<file path="config.mk">
export PLATFORM = sky130hd
export DESIGN_NAME = fcr_config_regs
export DESIGN_NICKNAME = d
export VERILOG_FILES = /design/src/verilog/fcr_pkg.sv /design/src/verilog/fcr_sync.sv /design/src/verilog/fcr_pin_drv.sv /design/src/verilog/fcr_config_regs.sv
export SDC_FILE = /design/constraint.sdc
export NUM_CORES = 1
export LEC_CHECK = 0
export ABC_AREA = 1
export BUFFER_PORTS_ARGS = -buffer_cell sky130_fd_sc_hd__buf_2
export CAP_MARGIN = 0
export CORE_MARGIN = 2
export CORE_UTILIZATION = 35
export CTS_BUF_LIST = sky130_fd_sc_hd__clkbuf_16
export DETAILED_ROUTE_END_ITERATION = 12
export GPL_ROUTABILITY_DRIVEN = 1
export SLEW_MARGIN = 0
export SYNTH_ARGS = -nofsm -noshare
export SYNTH_HDL_FRONTEND = slang
export SYNTH_HIERARCHICAL = 1
export SYNTH_SLANG_ARGS = --single-unit
export TNS_END_PERCENT = 30
</file>
<file path="constraint.sdc">
create_clock -name core_clk -period 2.05 [get_ports core_clk]
set_input_delay 0.205 -clock core_clk [delete_from_list [all_inputs] [get_ports core_clk]]
set_output_delay 0.205 -clock core_clk [all_outputs]
set_load 0.01 [all_outputs]
</file>
<file path="src/verilog/fcr_pkg.sv">
// constants and types for the floppy configuration register bank
package fcr_pkg;
	// configuration port
	localparam logic [15:0] FCR_PORT_BASE0   = 16'h002E;
	localparam logic [15:0] FCR_PORT_BASE1   = 16'h004E;
	localparam logic [7:0]  FCR_IDX_LDN      = 8'h07;
	localparam logic [7:0]  FCR_IDX_BASE_LO  = 8'h26;
	localparam logic [7:0]  FCR_IDX_BASE_HI  = 8'h27;
	localparam logic [7:0]  FCR_LDN_FLOPPY   = 8'h00;
	localparam logic [7:0]  FCR_LDN_RESET    = 8'h00;
	// register indexes
	localparam logic [7:0]  FCR_IDX_MODE     = 8'hF0;
	localparam logic [7:0]  FCR_IDX_OPTION   = 8'hF1;
	localparam logic [7:0]  FCR_IDX_TYPE     = 8'hF2;
	localparam logic [7:0]  FCR_IDX_RSVD     = 8'hF3;
	localparam logic [7:0]  FCR_IDX_DRIVE0   = 8'hF4;
	localparam logic [7:0]  FCR_IDX_DRIVE1   = 8'hF5;
	// reset values
	localparam logic [7:0]  FCR_MODE_RESET   = 8'h0E;
	localparam logic [7:0]  FCR_OPTION_RESET = 8'h00;
	localparam logic [7:0]  FCR_TYPE_RESET   = 8'hFF;
	localparam logic [7:0]  FCR_DRIVE_RESET  = 8'h00;
	localparam logic [7:0]  FCR_ZERO         = 8'h00;
	// writable bits; reserved bits hold zero
	localparam logic [7:0]  FCR_MODE_WMASK   = 8'hDF;
	localparam logic [7:0]  FCR_OPTION_WMASK = 8'h0D;
	localparam logic [7:0]  FCR_TYPE_WMASK   = 8'hFF;
	localparam logic [7:0]  FCR_DRIVE_WMASK  = 8'h5B;
	// option register fields
	localparam int          FCR_OPT_FWP_BIT  = 0;
	localparam int          FCR_OPT_DEN_LSB  = 2;
	localparam logic [1:0]  FCR_DEN_FORCE1   = 2'h2;
	localparam logic [1:0]  FCR_DEN_FORCE0   = 2'h3;
	// drive that the system boots from
	localparam logic        FCR_BOOT_DRIVE   = 1'h0;

	// host interface variant
	typedef enum logic [1:0] {
		FCR_IF_LEGACY  = 2'h0,
		FCR_IF_ALT     = 2'h1,
		FCR_IF_RSVD    = 2'h2,
		FCR_IF_AT      = 2'h3
	} fcr_iface_t;

	// mode register layout
	typedef struct packed {
		logic       outTristate;
		logic       pushPull;
		logic       rsvd5;
		logic       drive_pin_exchange;
		fcr_iface_t iface;
		logic       nonBurstDma;
		logic       enhanced;
	} fcr_mode_t;

	// per-drive option register layout
	typedef struct packed {
		logic       rsvd7;
		logic       precomp_disable;
		logic       rsvd5;
		logic [1:0] rate_table_sel;
		logic       rsvd2;
		logic [1:0] drive_type_sel;
	} fcr_drive_t;
endpackage

</file>
<file path="src/verilog/fcr_sync.sv">
// two-flop synchroniser for pin inputs
`timescale 1ns/1ps
module fcr_sync import fcr_pkg::*; #(
	parameter int            W     = 1,
	parameter logic [W-1:0]  RESET = '0
) (
	input  wire logic         core_clk, // system clock
	input  wire logic         resetn,   // sync reset, active low
	input  wire logic [W-1:0] d,        // asynchronous input
	output logic      [W-1:0] q         // synchronised output
);
	logic [W-1:0] meta;
	logic [W-1:0] next_meta;
	logic [W-1:0] next_q;

	// first stage feeds only the second
	always_comb begin
		next_meta = d;
		next_q    = meta;
	end

	always_ff @(posedge core_clk) begin
		if (!resetn) begin
			meta <= RESET;
			q    <= RESET;
		end else begin
			meta <= next_meta;
			q    <= next_q;
		end
	end
endmodule

</file>
<file path="src/verilog/fcr_pin_drv.sv">
// pad control for the dedicated floppy output pins
`timescale 1ns/1ps
module fcr_pin_drv import fcr_pkg::*; #(
	parameter int W = 5
) (
	input  wire logic [W-1:0] level,    // wanted pin level
	input  wire logic         pushPull, // 1 push-pull, 0 open drain
	input  wire logic         tristate, // 1 release every pin
	output logic      [W-1:0] pinOut,   // pad output value
	output logic      [W-1:0] pinOe     // pad output enable
);
	// open drain only pulls low; the pad releases for a high level
	always_comb begin
		for (int i = 0; i < W; i++) begin
			pinOut[i] = pushPull ? level[i] : 1'b0;
			pinOe[i]  = !tristate && (pushPull || !level[i]);
		end
	end
endmodule

</file>
<file path="src/verilog/fcr_config_regs.sv">
// floppy configuration register bank with its config port and pin control
//
// Notes on behaviour
// - registers reset only on hard or host bus reset, never soft reset
// - mode bit 0 picks normal (0) or enhanced floppy mode (1)
// - mode bit 1 picks burst (0) or non-burst DMA (1, default)
// - mode bits 3:2 pick host interface variant, 11 default
// - mode bit 4 swaps drive 0 and drive 1 select and motor pins
// - mode bit 6 picks open drain (0) or push-pull (1) outputs
// - mode bit 7 releases all floppy outputs to high impedance
// - output type and release affect dedicated pins only, not port pins
// - forced write protect also covers the parallel port floppy path
// - option bits 3:2 force density high (10) or low (11)
// - type register holds drive A and B types, resets to all ones
// - index F3 is read only and always reads zero
// - drive 0 option holds type and rate table, bits 2,5,7 zero
// - option bit 6 disables write precompensation for that drive
// - index F5 mirrors drive 0 option layout for drive 1
// - drive 0 is always the boot drive
// - config port at 2E or 4E by strap, relocatable by globals
`timescale 1ns/1ps
module fcr_config_regs import fcr_pkg::*; (
	input  wire logic        core_clk,            // 10 MHz clock
	input  wire logic        resetn,              // hard reset, low
	input  wire logic        host_bus_reset_n,    // host bus reset pin
	input  wire logic        softReset,           // soft reset pulse
	input  wire logic        config_port_strap,   // port base strap pin
	// host i/o cycles, already on core_clk
	input  wire logic [15:0] ioAddr,              // i/o address
	input  wire logic        ioWr,                // write pulse
	input  wire logic        ioRd,                // read pulse
	input  wire logic [7:0]  ioWData,             // write data
	output logic      [7:0]  ioRData,             // read data
	output logic             ioRdValid,           // read data valid
	// floppy core side
	input  wire logic [1:0]  coreDriveSelN,       // core selects, low
	input  wire logic [1:0]  coreMotorOnN,        // core motors, low
	input  wire logic        coreDensity,         // core density level
	input  wire logic        floppyWriteProtect,  // device disable bit
	output logic             coreWriteProtect,    // protect to core
	output logic             status_reg_a_wp,     // status A bit 1
	output fcr_mode_t        modeCfg,             // mode settings
	output fcr_drive_t       drive0Cfg,           // drive 0 options
	output fcr_drive_t       drive1Cfg,           // drive 1 options
	output logic [7:0]       driveTypeStore,      // type store
	output logic             bootDrive,           // boot drive number
	// parallel port floppy path
	input  wire logic [1:0]  ppDriveSelN,         // pp path selects
	input  wire logic        ppDiskProtectN,      // pp protect pin
	output logic             ppWriteProtect,      // pp path protect
	// dedicated floppy pins
	input  wire logic        disk_protect_input_n, // protect pin
	output logic             drive0_select_n,     // pin out
	output logic             drive0_select_n_oe,  // pin enable
	output logic             drive1_select_n,     // pin out
	output logic             drive1_select_n_oe,  // pin enable
	output logic [1:0]       motor_on_n,          // pin out
	output logic [1:0]       motor_on_n_oe,       // pin enable
	output logic             densityOut,          // pin out
	output logic             densityOut_oe        // pin enable
);
	// synchronised pins
	logic       busResetN;
	logic       strapSync;
	logic       protectSyncN;
	logic       ppProtectSyncN;
	logic       hardResetN;

	// register state
	logic [7:0]  cfgIndex;
	logic [7:0]  ldn;
	logic [15:0] portBase;
	logic        baseLoaded;
	fcr_mode_t   mode;
	logic [7:0]  option;
	logic [7:0]  typeStore;
	fcr_drive_t  drv0;
	fcr_drive_t  drv1;
	logic [7:0]  rdData;
	logic        rdValid;

	logic [7:0]  next_cfgIndex;
	logic [7:0]  next_ldn;
	logic [15:0] next_portBase;
	logic        next_baseLoaded;
	fcr_mode_t   next_mode;
	logic [7:0]  next_option;
	logic [7:0]  next_typeStore;
	fcr_drive_t  next_drv0;
	fcr_drive_t  next_drv1;
	logic [7:0]  next_rdData;
	logic        next_rdValid;

	// pin outputs
	logic [1:0]  selN;
	logic [1:0]  mtrN;
	logic        density;
	logic        wpCore;
	logic        wpPp;
	logic [1:0]  next_selN;
	logic [1:0]  next_mtrN;
	logic        next_density;
	logic        next_wpCore;
	logic        next_wpPp;

	logic        idxHit;
	logic        dataHit;
	logic        floppySel;
	logic [4:0]  padOut;
	logic [4:0]  padOe;

	// merge masked write into a register
	function automatic logic [7:0] merge(input logic [7:0] cur,
		input logic [7:0] wdata, input logic [7:0] wmask);
		merge = (cur & ~wmask) | (wdata & wmask);
	endfunction

	// forced protect applies while either drive is selected
	function automatic logic protect(input logic [1:0] selLowN,
		input logic forced, input logic pinN, input logic wpBit);
		protect = (!selLowN[0] && forced) || (!selLowN[1] && forced)
			|| !pinN || wpBit;
	endfunction

	fcr_sync #(.W(1), .RESET(1'b1)) uBusRst (
		.core_clk (core_clk),
		.resetn   (resetn),
		.d        (host_bus_reset_n),
		.q        (busResetN)
	);

	// pins run free through reset so the strap is settled at release
	fcr_sync #(.W(3), .RESET(3'h6)) uPins (
		.core_clk (core_clk),
		.resetn   (1'b1),
		.d        ({disk_protect_input_n, ppDiskProtectN,
			config_port_strap}),
		.q        ({protectSyncN, ppProtectSyncN, strapSync})
	);

	// soft reset is deliberately not part of this term
	assign hardResetN = resetn && busResetN;

	// config port decode against the relocatable base
	assign idxHit    = (ioAddr == portBase);
	assign dataHit   = (ioAddr == portBase + 16'h0001);
	assign floppySel = (ldn == FCR_LDN_FLOPPY);

	// register writes and read data
	always_comb begin
		next_cfgIndex   = cfgIndex;
		next_ldn        = ldn;
		next_portBase   = portBase;
		next_baseLoaded = 1'b1;
		next_mode       = mode;
		next_option     = option;
		next_typeStore  = typeStore;
		next_drv0       = drv0;
		next_drv1       = drv1;
		next_rdData     = rdData;
		next_rdValid    = 1'b0;
		// strap is caught on the first cycle after release
		if (!baseLoaded) begin
			next_portBase = strapSync ? FCR_PORT_BASE1
				: FCR_PORT_BASE0;
		end else if (ioWr && idxHit) begin
			next_cfgIndex = ioWData;
		end else if (ioWr && dataHit) begin
			case (cfgIndex)
				FCR_IDX_LDN: begin
					next_ldn = ioWData;
				end
				FCR_IDX_BASE_LO: begin
					next_portBase[7:0] = ioWData;
				end
				FCR_IDX_BASE_HI: begin
					next_portBase[15:8] = ioWData;
				end
				default: begin
					if (floppySel) begin
						case (cfgIndex)
							FCR_IDX_MODE: begin
								next_mode = merge(mode, ioWData,
									FCR_MODE_WMASK);
							end
							FCR_IDX_OPTION: begin
								next_option = merge(option, ioWData,
									FCR_OPTION_WMASK);
							end
							FCR_IDX_TYPE: begin
								next_typeStore = merge(typeStore,
									ioWData, FCR_TYPE_WMASK);
							end
							FCR_IDX_DRIVE0: begin
								next_drv0 = merge(drv0, ioWData,
									FCR_DRIVE_WMASK);
							end
							FCR_IDX_DRIVE1: begin
								next_drv1 = merge(drv1, ioWData,
									FCR_DRIVE_WMASK);
							end
							default: begin
								next_mode = mode;
							end
						endcase
					end
				end
			endcase
		end
		// reads answer one cycle later; unmapped reads give zero
		if (ioRd && idxHit) begin
			next_rdData  = cfgIndex;
			next_rdValid = 1'b1;
		end else if (ioRd && dataHit) begin
			next_rdValid = 1'b1;
			case (cfgIndex)
				FCR_IDX_LDN:     next_rdData = ldn;
				FCR_IDX_BASE_LO: next_rdData = portBase[7:0];
				FCR_IDX_BASE_HI: next_rdData = portBase[15:8];
				default: begin
					next_rdData = FCR_ZERO;
					if (floppySel) begin
						case (cfgIndex)
							FCR_IDX_MODE:   next_rdData = mode;
							FCR_IDX_OPTION: next_rdData = option;
							FCR_IDX_TYPE:   next_rdData = typeStore;
							FCR_IDX_RSVD:   next_rdData = FCR_ZERO;
							FCR_IDX_DRIVE0: next_rdData = drv0;
							FCR_IDX_DRIVE1: next_rdData = drv1;
							default:        next_rdData = FCR_ZERO;
						endcase
					end
				end
			endcase
		end
	end

	// only the hard reset term restores defaults
	always_ff @(posedge core_clk) begin
		if (!hardResetN) begin
			cfgIndex   <= FCR_ZERO;
			ldn        <= FCR_LDN_RESET;
			portBase   <= FCR_PORT_BASE0;
			baseLoaded <= 1'b0;
			mode       <= FCR_MODE_RESET;
			option     <= FCR_OPTION_RESET;
			typeStore  <= FCR_TYPE_RESET;
			drv0       <= FCR_DRIVE_RESET;
			drv1       <= FCR_DRIVE_RESET;
			rdData     <= FCR_ZERO;
			rdValid    <= 1'b0;
		end else begin
			cfgIndex   <= next_cfgIndex;
			ldn        <= next_ldn;
			portBase   <= next_portBase;
			baseLoaded <= next_baseLoaded;
			mode       <= next_mode;
			option     <= next_option;
			typeStore  <= next_typeStore;
			drv0       <= next_drv0;
			drv1       <= next_drv1;
			rdData     <= next_rdData;
			rdValid    <= next_rdValid;
		end
	end

	// pin levels, swap, density and write protect
	always_comb begin
		next_selN = coreDriveSelN;
		next_mtrN = coreMotorOnN;
		if (mode.drive_pin_exchange) begin
			next_selN = {coreDriveSelN[0], coreDriveSelN[1]};
			next_mtrN = {coreMotorOnN[0], coreMotorOnN[1]};
		end
		case (option[FCR_OPT_DEN_LSB +: 2])
			FCR_DEN_FORCE1: next_density = 1'b1;
			FCR_DEN_FORCE0: next_density = 1'b0;
			default:        next_density = coreDensity;
		endcase
		// selects are the core's, before any swap onto the pins
		next_wpCore = protect(coreDriveSelN, option[FCR_OPT_FWP_BIT],
			protectSyncN, floppyWriteProtect);
		next_wpPp = protect(ppDriveSelN, option[FCR_OPT_FWP_BIT],
			ppProtectSyncN, floppyWriteProtect);
	end

	// pins idle deselected while in reset
	always_ff @(posedge core_clk) begin
		if (!hardResetN) begin
			selN    <= 2'h3;
			mtrN    <= 2'h3;
			density <= 1'b0;
			wpCore  <= 1'b0;
			wpPp    <= 1'b0;
		end else begin
			selN    <= next_selN;
			mtrN    <= next_mtrN;
			density <= next_density;
			wpCore  <= next_wpCore;
			wpPp    <= next_wpPp;
		end
	end

	// type and release act on dedicated pads only; pp path bypasses
	fcr_pin_drv #(.W(5)) uPads (
		.level    ({density, mtrN, selN}),
		.pushPull (mode.pushPull),
		.tristate (mode.outTristate),
		.pinOut   (padOut),
		.pinOe    (padOe)
	);

	assign drive0_select_n    = padOut[0];
	assign drive1_select_n    = padOut[1];
	assign motor_on_n         = padOut[3:2];
	assign densityOut         = padOut[4];
	assign drive0_select_n_oe = padOe[0];
	assign drive1_select_n_oe = padOe[1];
	assign motor_on_n_oe      = padOe[3:2];
	assign densityOut_oe      = padOe[4];

	// settings exported to the floppy core
	assign modeCfg          = mode;
	assign drive0Cfg        = drv0;
	assign drive1Cfg        = drv1;
	assign driveTypeStore   = typeStore;
	assign bootDrive        = FCR_BOOT_DRIVE;
	assign coreWriteProtect = wpCore;
	assign status_reg_a_wp  = wpCore;
	assign ppWriteProtect   = wpPp;
	assign ioRData          = rdData;
	assign ioRdValid        = rdValid;
endmodule

</file>
==> flow_summary.yaml <==
run_status:
  outcome: "finished, violations left"
  violations: "negative setup slack"
timing:
  min_period_over_period_pct: 104
  period_minus_slack_ns: 2.14
  fmax_mhz: 468
  hold_viol: 0
  drv_slew: 0
  layout_setup_ws_ns: -0.0866
  setup_violations: 37
  rsz0062_at_grt: "yes"
  skew_ns: 0.00654
worst_setup_path:
  timing.critical_path.fanout_max: 8
  critPathMaxStageDelay_ns: 0.37
  cp_common_cell: "nand2_1"
  path_cells: "ha_4 > nand3_4 > nor2_4 > nand3_2 > nand2_1 > nand2_1 > nor2_1 > nand2_1 > nor2_4 > nand3_4 > nor2_4 > buf_12 > nand2_4 > nand2_1 > nand3_1"
  start_kind: "flip-flop"
  ff2ff_path_depth: 15
  worstSetupPathType: "flip-flop to flip-flop"
  arrival_ns: 2.35
  cp_slowest_cell: "dfxtp_4"
  cp.required_ns: 2.27
  cp-end-kind: "flip-flop"
hold_path:
  holdPathStages: 3
  hold_path_class: "input pin to flip-flop"
clocking:
  clock_path_buffers: 2
  postCtsHoldBufs: 0
  cts_root_buf: "clkbuf_16"
  clkSlewWorstSetupHoldPaths_ns: 0.06
  clock_latency_ns: 0.34
  clock_sinks: 85
  cts_tree: "done"
  cts_made_buffers: 9
  htree_levels: 3
power_and_ir_drop:
  p_leak_nw: 3.28
  seqPwrFrac_pct: 48.1
  ir_worst_vdd_uv: 416
  power_density_nw_per_um2: 521
  clkPwrFrac_pct: 41.2
  comb_power_share_pct: 10.7
  p_int_mw: 2.62
  switching_share_pct: 25.4
  p_sw_uw: 892
detailed_routing:
  firstDrtPassIters: 5
  drtIter0Drc: 366
  routedWlPerCell_microns: 14.3
  viasPerCell: 4.87
  via_count: 5517
  drc: 0
  routed_wl_microns: 16100
  ant_nets: 0
grt:
  grt-ovfl-total: 0
  grt_pass1_vias: 5066
  antenna_found_initial: 0
  grt_use_total_pct: 22.0
  grt_pass1_wl_microns: 25700
  grt_max_degree: 26
die:
  die_w_microns: 122
  coreArea_sq_um: 13800
  io_pins: 96
  die_h_microns: 122
  start_util_pct: 35.5
  dieArea_sq_um: 15000
  row_count: 43
logic_synthesis:
  ys_warn_count: 6
  netlist_area_sq_um: 4900
  synth.top_cell.area_share_pct: 34.8
  synth_area_leader_cell: "dfxtp_1"
  syn-mean-instance-area_sq_um: 6.29
  synthDistinctLibCells: 35
  seq_area_frac_synth_pct: 34.8
  synthCells: 778
  synth_seq_cells: 85
  synth_area_leaders: "dfxtp_1 (35%), nand2_1 (17%), nand3_1 (9.0%), inv_1 (7.4%), nor2_1 (6.7%)"
placed_design:
  gp_congestion: 0.912
  place_area_sq_um: 6110
  hpwl_microns: 12300
  pre_cts_slack_ns: -0.223
  io_buffers: 86
finish:
  fin_area_sq_um: 6750
  diodes: 0
  drive_above_1_share_pct: 28.7
  nets: 990
  area_delta_synth_final_pct: 37.8
flow_run:
  maxCapViolCount: 0
## registers in the layout, indices dropped and copies added, names as in the netlist, 2 cells and up
signal,count
portBase,16
cfgIndex,8
driveTypeStore,8
ioRData,8
ldn,8
modeCfg,7
drive0Cfg,5
drive1Cfg,5
option,3
uPins/meta,3
uPins/q,3
mtrN,2
selN,2
## power groups by stage
stage                     Sequential, mW  Clock [mW]  Combinational (mW)
after floorplan                     1.72           0               0.198
after global placement              1.73           0               0.360
after detailed placement            1.73           0               0.361
after CTS                           1.69        1.48               0.368
after global routing                1.69        1.54               0.419
final                               1.69        1.45               0.376
## metal layers
metal | global-route usage, % | vias to the layer above | routed length, microns
met3 | 4.60 | 20 | 1060
met5 | 0 | - | 0
met4 | 6.75 | 0 | 278
met1 | 30.4 | 2488 | 7490
met2 | 34.2 | 182 | 7310
li1 | - | 2827 | -
## placed cells by master, fill, tap and decap left out, drive strengths merged
cell      synthesis  layout
xnor2             6       6
a22o              1       1
o211a             1       1
nand3b            1       1
o21ai            36      36
nor3              5       5
o22ai             6       6
conb              2      14
nand4            31      31
dfxtp            85      85
o21a              1       1
ha                1       1
a21oi            48      48
o21bai            1       1
xor2              8       8
clkinv            1       4
and3              3       3
nand3            90      90
a31oi             2       2
nand2           219     219
buf              16     176
nor2             98      98
clkbuf           14      10
inv             100     101
o211ai            2       2
clkinvlp          0       2
## final cells by class
| type | instances | area, sq um |
|---|---|---|
| clock buffer | 9 | 225 |
| clock inverter | 6 | 32.5 |
| fill | 1457 | 7020 |
| inverter | 101 | 379 |
| multi-input combinational | 574 | 2930 |
| sequential | 85 | 1720 |
| tap | 180 | 225 |
| timing repair buffer | 177 | 1230 |
## cell families after synthesis
kind of cell               Yosys count  share of synthesized area, %
buffers and inverters              131                          11.3
AOI/OAI and AO/OA                   98                          10.6
adders and majority gates            1                         0.256
xor gates and xnor gates            14                          2.50
other                                2                         0.153
and+or+nand+nor                    447                          40.5
DFF                                 85                          34.8
## critical path: cells and delay by family, from the launching register on
kind	cells	cell delay, ns
AND/OR/NAND/NOR	13	1.31
adder cells (fa/ha/maj)	1	0.16
buffers and inverters	1	0.17
flip-flops	1	0.37
## what timing repair did
action,CTS,global route
cloned,1,1
gates resized for setup,40,54
endpoints found under the setup margin,64,69
hold endpoints to repair,0,0
pin swaps,11,31
setup buffers,3,1
## per-stage QoR
| stage | TNS [ns] | instances | total power, mW | hold WS [ns] | utilization (%) |
|---|---|---|---|---|---|
| finish | -2.16 | 1132 | 3.51 | 0.0330 | 49.0 |
| detailed placement | -8.94 | 1111 | 2.09 | 0.377 | 44.4 |
| floorplan | 0 | 790 | 1.92 | 0.274 | - |
| CTS | -3.33 | 1130 | 3.54 | 0.0227 | 47.4 |
| global placement | -6.36 | 1111 | 2.09 | 0.376 | 44.4 |
| global route | -12.75 | 1132 | 3.65 | 0.0371 | 49.0 |
## synth_stat cells, drive strengths merged
| library cell | number |
|---|---|
| xor2 | 8 |
| o211a | 1 |
| nand4 | 31 |
| and3 | 3 |
| o22ai | 6 |
| dfxtp | 85 |
| conb | 2 |
| o21a | 1 |
| a31oi | 2 |
| nand2 | 219 |
| nor2 | 98 |
| a22o | 1 |
| clkinv | 1 |
| o21ai | 36 |
| buf | 16 |
| nor3 | 5 |
| o21bai | 1 |
| o211ai | 2 |
| inv | 100 |
| nand3 | 90 |
| xnor2 | 6 |
| a21oi | 48 |
| ha | 1 |
| nand3b | 1 |
| clkbuf | 14 |
## final timing paths
| kind | end | start | slack [ns] |
|---|---|---|---|
| setup / recovery | driveTypeStore[5] | portBase[1] | -0.09 |
| hold / removal | uBusRst/meta | host_bus_reset_n | 0.03 |
| setup reg to reg | driveTypeStore[5] | portBase[1] | -0.09 |
| hold reg to reg | uBusRst/q | uBusRst/meta | 0.40 |
Note: power is estimated with default switching activity, not from simulation.
